[src/rtl/fault_record_pkg.sv]
// Constants and carrier types for the fault log record formatter.
// Assumes one system clock and a same-clock ADC sequencer and bus engine.
package fault_record_pkg;

  // ****************************************
  // Record layout
  // ****************************************
  localparam logic [7:0] REC_LEN = 8'h93;
  localparam logic [7:0] REC_LEN_EMPTY = 8'h00;
  localparam logic [7:0] TIME_FIRST = 8'h05;
  localparam logic [7:0] TIME_LAST = 8'h0A;
  localparam logic [7:0] IOUT1_PEAK_HI = 8'h11;
  localparam logic [7:0] VIN_PEAK_HI = 8'h13;
  localparam logic [7:0] TEMP0_HI = 8'h15;
  localparam logic [7:0] TEMP1_HI = 8'h17;
  localparam logic [7:0] TEMP_DIE_HI = 8'h19;
  localparam logic [7:0] PAGE_BASE = 8'h1B;
  localparam logic [7:0] PAGE_BYTES = 8'h14;
  localparam int PAGE_COUNT = 6;
  localparam int PAGE_BITS = 160;
  localparam logic [7:0] BYTE_ZERO = 8'h00;

  // ****************************************
  // Conversion sequence and timing
  // ****************************************
  localparam logic [4:0] LAST_STEP = 5'h19;
  localparam int CLK_HZ = 25000000;
  localparam int TICK_US = 200;
  localparam int TICK_CYCLES = (CLK_HZ / 1000000) * TICK_US;
  localparam int TIME_BITS = 48;
  localparam logic [15:0] PEAK_CLEAR_VALUE = 16'h0000;

  // ****************************************
  // Carriers
  // ****************************************
  // Fields in record order: first declared is first byte on the bus
  typedef struct packed {
    logic [15:0] vout0;
    logic [15:0] vout1;
    logic [15:0] iout0;
    logic [15:0] iout1;
    logic [15:0] vin;
    logic [15:0] iin;
    logic [7:0] status_vout0;
    logic [7:0] status_vout1;
    logic [15:0] status_word0;
    logic [15:0] status_word1;
    logic [7:0] status_mfr0;
    logic [7:0] status_mfr1;
  } event_page_s;

  typedef struct packed {
    logic [15:0] temp0;
    logic [15:0] temp1;
    logic [15:0] temp_die;
  } temps_s;

  typedef enum logic [1:0] {ST_RUN, ST_PENDING, ST_FROZEN} log_state_e;

endpackage

[src/rtl/event_page_ring.sv]
// Ring of cyclical event pages, read back by age (0 is newest).
// Assumes writes come from the formatter once per completed ADC pass.
module event_page_ring #(
  parameter int DEPTH = fault_record_pkg::PAGE_COUNT
) (
  input wire logic i_clk_sys,
  input wire logic i_resetn,
  input wire logic i_wr,
  input wire fault_record_pkg::event_page_s i_page,
  input wire logic [2:0] i_age,
  output fault_record_pkg::event_page_s o_page
);

  fault_record_pkg::event_page_s pages_q [DEPTH];
  logic [2:0] wr_ptr_q;
  logic [2:0] wr_ptr_d;
  logic [2:0] rd_slot;
  int slot_calc;

  // ****************************************
  // Slot arithmetic
  // ****************************************
  assign wr_ptr_d = (int'(wr_ptr_q) == DEPTH - 1) ? 3'h0 : wr_ptr_q + 3'h1;
  assign slot_calc = (int'(wr_ptr_q) + 2 * DEPTH - 1 - int'(i_age)) % DEPTH;
  assign rd_slot = 3'(slot_calc);
  assign o_page = pages_q[rd_slot];

  // Write lands on the oldest slot, then the pointer moves on
  always_ff @(posedge i_clk_sys) begin
    if (!i_resetn) begin
      wr_ptr_q <= 3'h0;
    end else if (i_wr) begin
      wr_ptr_q <= wr_ptr_d;
    end
  end

  always_ff @(posedge i_clk_sys) begin
    if (!i_resetn) begin
      for (int i = 0; i < DEPTH; i++) begin
        pages_q[i] <= '0;
      end
    end else if (i_wr) begin
      pages_q[wr_ptr_q] <= i_page;
    end
  end

endmodule

[src/rtl/fault_log_record_formatter.sv]
// Fault log record formatter: peaks, temperatures, time stamp and event pages.
// Assumes the ADC sequencer, bus engine and non-volatile store share i_clk_sys.
module fault_log_record_formatter #(
  parameter int TICK_CYCLES = fault_record_pkg::TICK_CYCLES
) (
  input wire logic i_clk_sys,
  input wire logic i_resetn,
  input wire logic i_conv_valid,
  input wire logic [4:0] i_conv_step,
  input wire fault_record_pkg::event_page_s i_conv_page,
  input wire fault_record_pkg::temps_s i_conv_temps,
  input wire logic i_fault,
  input wire logic i_peak_clear_command,
  input wire logic i_rd_req,
  input wire logic [7:0] i_rd_addr,
  output logic o_rd_ack,
  output logic [7:0] o_rd_data,
  output logic [7:0] o_rd_len,
  output logic o_frozen,
  output logic o_commit,
  output logic [15:0] o_peak_output_current,
  output logic [15:0] o_peak_input_voltage,
  output logic [47:0] o_shared_time_counter
);

  // ****************************************
  // Declarations
  // ****************************************
  fault_record_pkg::log_state_e state_q;
  fault_record_pkg::log_state_e state_d;
  fault_record_pkg::event_page_s ring_page;
  fault_record_pkg::temps_s temps_q;
  logic [31:0] tick_q;
  logic [47:0] time_q;
  logic [47:0] time_cap_q;
  logic [15:0] peak_iout_q;
  logic [15:0] peak_vin_q;
  logic [15:0] peak_iout_cap_q;
  logic [15:0] peak_vin_cap_q;
  logic pass_end;
  logic ring_wr;
  logic freeze;
  logic tick;
  logic iout_higher;
  logic vin_higher;
  logic hdr_sel;
  logic [7:0] hdr_byte;
  logic [7:0] page_off;
  logic [7:0] page_idx;
  logic [7:0] page_byte_pos;
  logic [7:0] rd_byte;
  logic [159:0] page_flat;
  logic [7:0] time_idx;
  logic [2:0] age;

  // Two's-complement signed compare of two linear_exp_format values
  function automatic logic exp_fmt_gt(input logic [15:0] a, input logic [15:0] b);
    logic signed [63:0] va;
    logic signed [63:0] vb;
    va = 64'(signed'(a[10:0])) <<< (5'(a[15:11]) + 5'h10);
    vb = 64'(signed'(b[10:0])) <<< (5'(b[15:11]) + 5'h10);
    exp_fmt_gt = va > vb;
  endfunction

  // ****************************************
  // Pass tracking and freeze control
  // ****************************************
  assign pass_end = i_conv_valid && (i_conv_step == fault_record_pkg::LAST_STEP);
  assign ring_wr = pass_end && (state_q != fault_record_pkg::ST_FROZEN);
  assign freeze = pass_end && (state_q == fault_record_pkg::ST_PENDING);

  always_comb begin
    state_d = state_q;
    case (state_q)
      fault_record_pkg::ST_RUN: begin
        if (i_fault) begin
          state_d = pass_end ? fault_record_pkg::ST_FROZEN : fault_record_pkg::ST_PENDING;
        end
      end
      fault_record_pkg::ST_PENDING: begin
        if (pass_end) begin
          state_d = fault_record_pkg::ST_FROZEN;
        end
      end
      fault_record_pkg::ST_FROZEN: state_d = fault_record_pkg::ST_FROZEN;
      default: state_d = fault_record_pkg::ST_RUN;
    endcase
  end

  always_ff @(posedge i_clk_sys) begin
    if (!i_resetn) begin
      state_q <= fault_record_pkg::ST_RUN;
      o_frozen <= 1'b0;
      o_commit <= 1'b0;
    end else begin
      state_q <= state_d;
      o_frozen <= (state_d == fault_record_pkg::ST_FROZEN);
      o_commit <= freeze || (i_fault && pass_end && state_q == fault_record_pkg::ST_RUN);
    end
  end

  event_page_ring #(
    .DEPTH(fault_record_pkg::PAGE_COUNT)
  ) u_ring (
    .i_clk_sys(i_clk_sys),
    .i_resetn(i_resetn),
    .i_wr(ring_wr),
    .i_page(i_conv_page),
    .i_age(age),
    .o_page(ring_page)
  );

  // Temperatures of the last pass completed before the record froze
  always_ff @(posedge i_clk_sys) begin
    if (!i_resetn) begin
      temps_q <= '0;
    end else if (ring_wr) begin
      temps_q <= i_conv_temps;
    end
  end

  // ****************************************
  // Shared time counter
  // ****************************************
  assign tick = (tick_q == 32'(TICK_CYCLES - 1));

  always_ff @(posedge i_clk_sys) begin
    if (!i_resetn) begin
      tick_q <= '0;
      time_q <= '0;
      time_cap_q <= '0;
    end else begin
      tick_q <= tick ? '0 : tick_q + 32'h1;
      if (tick) begin
        time_q <= time_q + 48'h1;
      end
      if (i_fault && state_q == fault_record_pkg::ST_RUN) begin
        time_cap_q <= time_q;
      end
    end
  end

  // ****************************************
  // Peak tracking
  // ****************************************
  assign iout_higher = exp_fmt_gt(i_conv_page.iout1, peak_iout_q);
  assign vin_higher = exp_fmt_gt(i_conv_page.vin, peak_vin_q);

  always_ff @(posedge i_clk_sys) begin
    if (!i_resetn || i_peak_clear_command) begin
      peak_iout_q <= fault_record_pkg::PEAK_CLEAR_VALUE;
      peak_vin_q <= fault_record_pkg::PEAK_CLEAR_VALUE;
    end else if (i_conv_valid) begin
      if (iout_higher) begin
        peak_iout_q <= i_conv_page.iout1;
      end
      if (vin_higher) begin
        peak_vin_q <= i_conv_page.vin;
      end
    end
  end

  always_ff @(posedge i_clk_sys) begin
    if (!i_resetn) begin
      peak_iout_cap_q <= '0;
      peak_vin_cap_q <= '0;
      o_peak_output_current <= '0;
      o_peak_input_voltage <= '0;
      o_shared_time_counter <= '0;
    end else begin
      if (state_q != fault_record_pkg::ST_FROZEN) begin
        peak_iout_cap_q <= peak_iout_q;
        peak_vin_cap_q <= peak_vin_q;
      end
      o_peak_output_current <= peak_iout_q;
      o_peak_input_voltage <= peak_vin_q;
      o_shared_time_counter <= time_q;
    end
  end

  // ****************************************
  // Record byte selection
  // ****************************************
  assign time_idx = i_rd_addr - fault_record_pkg::TIME_FIRST;
  assign hdr_sel = i_rd_addr < fault_record_pkg::PAGE_BASE;
  assign page_off = i_rd_addr - fault_record_pkg::PAGE_BASE;
  assign page_idx = page_off / fault_record_pkg::PAGE_BYTES;
  assign page_byte_pos = page_off % fault_record_pkg::PAGE_BYTES;
  assign age = 3'(page_idx);
  assign page_flat = ring_page;

  always_comb begin
    hdr_byte = fault_record_pkg::BYTE_ZERO;
    if (i_rd_addr >= fault_record_pkg::TIME_FIRST && i_rd_addr <= fault_record_pkg::TIME_LAST) begin
      hdr_byte = time_cap_q[time_idx[2:0] * 8 +: 8];
    end else if (i_rd_addr == fault_record_pkg::IOUT1_PEAK_HI) begin
      hdr_byte = peak_iout_cap_q[15:8];
    end else if (i_rd_addr == fault_record_pkg::IOUT1_PEAK_HI + 8'h1) begin
      hdr_byte = peak_iout_cap_q[7:0];
    end else if (i_rd_addr == fault_record_pkg::VIN_PEAK_HI) begin
      hdr_byte = peak_vin_cap_q[15:8];
    end else if (i_rd_addr == fault_record_pkg::VIN_PEAK_HI + 8'h1) begin
      hdr_byte = peak_vin_cap_q[7:0];
    end else if (i_rd_addr == fault_record_pkg::TEMP0_HI) begin
      hdr_byte = temps_q.temp0[15:8];
    end else if (i_rd_addr == fault_record_pkg::TEMP0_HI + 8'h1) begin
      hdr_byte = temps_q.temp0[7:0];
    end else if (i_rd_addr == fault_record_pkg::TEMP1_HI) begin
      hdr_byte = temps_q.temp1[15:8];
    end else if (i_rd_addr == fault_record_pkg::TEMP1_HI + 8'h1) begin
      hdr_byte = temps_q.temp1[7:0];
    end else if (i_rd_addr == fault_record_pkg::TEMP_DIE_HI) begin
      hdr_byte = temps_q.temp_die[15:8];
    end else if (i_rd_addr == fault_record_pkg::TEMP_DIE_HI + 8'h1) begin
      hdr_byte = temps_q.temp_die[7:0];
    end
  end

  // First field of a page is its top byte, so walk down from the MSB
  always_comb begin
    rd_byte = fault_record_pkg::BYTE_ZERO;
    if (hdr_sel) begin
      rd_byte = hdr_byte;
    end else if (i_rd_addr < fault_record_pkg::REC_LEN) begin
      rd_byte = page_flat[(fault_record_pkg::PAGE_BITS - 8) - 8 * int'(page_byte_pos) +: 8];
    end
  end

  // ****************************************
  // Read port
  // ****************************************
  always_ff @(posedge i_clk_sys) begin
    if (!i_resetn) begin
      o_rd_ack <= 1'b0;
      o_rd_data <= fault_record_pkg::BYTE_ZERO;
      o_rd_len <= fault_record_pkg::REC_LEN_EMPTY;
    end else begin
      o_rd_ack <= i_rd_req;
      if (i_rd_req) begin
        o_rd_data <= rd_byte;
      end
      o_rd_len <= (state_d == fault_record_pkg::ST_FROZEN) ?
        fault_record_pkg::REC_LEN : fault_record_pkg::REC_LEN_EMPTY;
    end
  end

endmodule

[config.mk]
export PLATFORM = sky130hd
export DESIGN_NAME = fault_log_record_formatter
export DESIGN_NICKNAME = d
export VERILOG_FILES = /design/src/rtl/fault_record_pkg.sv /design/src/rtl/event_page_ring.sv /design/src/rtl/fault_log_record_formatter.sv
export SDC_FILE = /design/constraint.sdc
export NUM_CORES = 2
export LEC_CHECK = 0
export ABC_CLOCK_PERIOD_IN_PS = 18900
export BUFFER_PORTS_ARGS = -buffer_cell sky130_fd_sc_hd__buf_2
export CORE_MARGIN = 2
export CORE_UTILIZATION = 25
export DETAILED_ROUTE_END_ITERATION = 8
export PLACE_DENSITY_LB_ADDON = 0.05
export SLEW_MARGIN = 0
export SYNTH_ARGS = -nofsm -noshare
export SYNTH_HDL_FRONTEND = slang
export SYNTH_SLANG_ARGS = --single-unit
[constraint.sdc]
create_clock -name i_clk_sys -period 18.9 [get_ports i_clk_sys]
set_input_delay 2.835 -clock i_clk_sys [delete_from_list [all_inputs] [get_ports i_clk_sys]]
set_output_delay 2.835 -clock i_clk_sys [all_outputs]
set_load 0.03 [all_outputs]
==> results.py <==
metrics = {
    "power_and_ir_drop": {
        "power_mw": 7.843,
        "pwr-share-seq_pct": 42.4,
        "power.density_nw_per_um2": 102.7,
        "pwr-share-clk_pct": 41.0,
        "p_comb_share_pct": 16.6,
        "p_sw_mw": 2.276,
        "switching_share_pct": 29.02,
        "peakVddDrop_uv": 102.5,
        "p_leak_nw": 27.80,
        "p_int_mw": 5.567,
    },
    "routing": {
        "drt_pass1_iterations": 5,
        "ant_nets": 0,
        "postRouteWirelength_um": 254500,
        "vias": 46450,
        "vias_per_cell": 4.742,
        "drt-initial-drc-count": 3069,
        "drc": 0,
        "wire_per_inst_um": 25.98,
    },
    "critical_path": {
        "cp.buffers_inverters": 3,
        "worstPathMaxFanout": 63,
        "cp.required_ps": 19620,
        "crit_chain": "buf_4, ha_1, o21a_1, nand3_1, a311o_1, a31oi_1, or2_2, or3b_2, a21oi_1, ha_4, inv_1, fa_1, xnor2_1, a22oi_1, o311a_2, nand2_8, buf_4, mux4_2, a211oi_1, nor3_1, o21ai_0, nand4_1, a32o_1",
        "worst-setup-path-type": "in2reg",
        "crit_arrival_ps": 11580,
        "cpMostUsedCell": "buf_4",
        "crit_slowest_cell": "o21ai_0",
        "worst_setup_path_end_kind": "register",
        "start_kind": "primary input",
        "critPathTopFamily": "compound AO/OA/AOI/OAI gates",
        "cp_slowest_stage_delay_ps": 850,
    },
    "global_routing": {
        "grt_usage_pct": 18.87,
        "first_global_vias": 47650,
        "antenna_found_initial": 30,
        "grt_pass1_wl_um": 363500,
        "grt_max_degree": 104,
        "overflow": 0,
    },
    "synth": {
        "async_flop_share_pct": 0,
        "ys_seq_area_share_pct": 57.17,
        "syn_inst": 5953,
        "syn_area_um2": 65560,
        "yosys_register_bits": 1360,
        "yosys_warnings": 0,
        "ys_types": 89,
        "syn_area_per_cell_um2": 11.01,
        "yosys-top-cells-area": "edfxtp_1, dfxtp_1, mux4_2",
        "yosysTopAreaCell": "edfxtp_1",
        "synth_ff_type": "edfxtp_1",
        "synth_edf_count": 1024,
        "synth_top_area_share_pct": 46.91,
    },
    "sta": {
        "fin_crit_ps": 10860,
        "hold_viol_final": 0,
        "period_share_pct": 57.47,
        "timing.slew.headroom_pct": 17.63,
        "setup_viol": 0,
        "finClkSkew_ps": 40.72,
        "worst_pin_slew_ps": 1226,
        "fin_setup_tns_ps": 0,
        "rsz0062_at_grt": "false",
        "fmax_mhz": 92.07,
        "slew_violations": 0,
    },
    "clocking": {
        "cts.sinks": 1360,
        "h-tree-depth": 4,
        "tritoncts": "built",
        "clock_path_buffers": 3,
        "path_clk_slew_ps": 60,
        "cts_resized": 0,
        "insertion_delay_ps": 830,
        "postCtsHoldBufs": 0,
        "cts_root_buf": "clkbuf_16",
        "cts_setup_buffers": 0,
        "cts_inserted_buffers": 170,
    },
    "floorplan": {
        "dieArea_um2": 266300,
        "die_h_um": 516.1,
        "rows": 188,
        "io_pins": 326,
        "dieWidth_um": 516.1,
        "start_util_pct": 25.06,
        "core_um2": 261600,
    },
    "run": {
        "maxCapViolCount": 0,
    },
    "outcome": {
        "status": "finished clean",
    },
    "finish": {
        "drive_gt1_share_pct": 14.87,
        "area.sequential_um2": 37480,
        "fill_cells": 27290,
        "fin_nets": 6470,
        "area_growth_pct": 16.51,
        "multi_input_area_um2": 25870,
    },
    "placed_design": {
        "port_buffers": 321,
        "dpl.hpwl_um": 163400,
        "gp_congestion": 0.8031,
    },
    "hold_path": {
        "min_path_type": "reg2reg",
    },
}
## cells in the mapped netlist, types with 58 or more instances
| master | number |
|---|---|
| o21ai_0 | 257 |
| mux2i_1 | 281 |
| dfxtp_1 | 336 |
| nor2_1 | 942 |
| edfxtp_1 | 1024 |
| a21boi_0 | 117 |
| a21oi_1 | 223 |
| nand2_1 | 697 |
| inv_1 | 202 |
| and2_1 | 290 |
| nand3_1 | 88 |
| mux4_2 | 169 |
| clkbuf_1 | 300 |
| ha_1 | 97 |
| o22ai_1 | 58 |
## cells in the final DEF (no fill, tap or decap), drive strengths merged, types with 169 or more instances in the layout
| cell | netlist | final |
|---|---|---|
| nor2 | 943 | 943 |
| edfxtp | 1024 | 1024 |
| inv | 204 | 210 |
| and2 | 291 | 291 |
| dfxtp | 336 | 336 |
| nand2 | 699 | 699 |
| o21ai | 258 | 258 |
| a21oi | 224 | 224 |
| mux2i | 281 | 281 |
| buf | 107 | 422 |
| mux4 | 169 | 169 |
| clkbuf | 300 | 229 |
## final cells by class
class | instances | share of cell area [%]
well taps | 3515 | 5.758
clock inverters | 74 | 1.016
multi-input cells | 3982 | 33.88
repair buffers | 423 | 3.186
clock buffers | 228 | 6.058
flip-flops and latches | 1360 | 49.07
diodes | 6 | 0.01966
inverters | 208 | 1.022
## worst reg2reg max path, cell delays in order, from the launching register on
cell and delay, ps:
dfxtp_1 700, clkinv_1 450, ha_1 560, xnor2_1 760, a22oi_1 220, o311a_2 550
nand2_8 560, buf_4 680, mux4_2 470, a211oi_1 250, nor3_1 70, o21ai_0 860
nand4_1 180, a32o_1 300
## power groups by stage
stage	clock, mW	sequential [mW]	combinational [mW]
6_report	3.22	3.33	1.30
5_1_grt	3.44	3.33	1.40
4_1_cts	3.33	3.33	1.33
3_5_place_dp	0	3.39	1.33
3_3_place_gp	0	3.39	1.33
2_1_floorplan	0	3.39	0.800
## through the flow
stage	cell area, um2	utilization (%)	worst slack [ps]	hold slack (ps)	std cells
floorplan	65570	-	2990	429.6	5957
global placement	70960	27.13	7171	444.2	9488
detailed placement	70960	27.13	7047	449.6	9488
CTS	76370	29.20	7949	458.9	9790
global route	76370	29.20	7590	478.4	9792
finish	76380	29.20	8039	461.1	9796
## cell families after synthesis
group / count (synthesis) / share of synthesized area (%)
simple gates: 2325 / 15.77
flops: 1360 / 57.17
compound gates: 989 / 9.669
buf+inv: 615 / 3.737
mux: 484 / 10.68
fa+ha+maj: 99 / 1.897
xor+xnor: 79 / 1.067
other cells: 2 / 0.01146
## registers in the layout, summed over array words and instances, names as in the netlist
register	flops
u_ring.pages_q	1024
o_shared_time_counter	48
temps_q	48
time_cap_q	48
time_q	48
tick_q	32
o_peak_input_voltage	16
o_peak_output_current	16
peak_iout_cap_q	16
peak_iout_q	16
peak_vin_cap_q	16
peak_vin_q	16
o_rd_data	8
u_ring.wr_ptr_q	3
state_q	2
o_commit	1
o_rd_ack	1
o_rd_len	1
## path summary, 6_finish.rpt
kind                      startpoint            to  slack (ps)  cells after the start
setup / recovery        i_rd_addr[0]  o_rd_data[2]        8040                     23
hold / removal            temps_q[6]    temps_q[6]         460                      2
setup reg to reg  u_ring.wr_ptr_q[2]  o_rd_data[2]       12210                     13
hold reg to reg           temps_q[6]    temps_q[6]         460                      2
## layer usage
layer	up-vias	track usage [%]	share of wire, %
met5	-	0	0.010
li1	21690	-	-
met2	915	31.18	47
met4	4	4.843	2.5
met3	269	2.270	3.4
met1	23570	26.05	47
(Power assumes the default switching activity.)
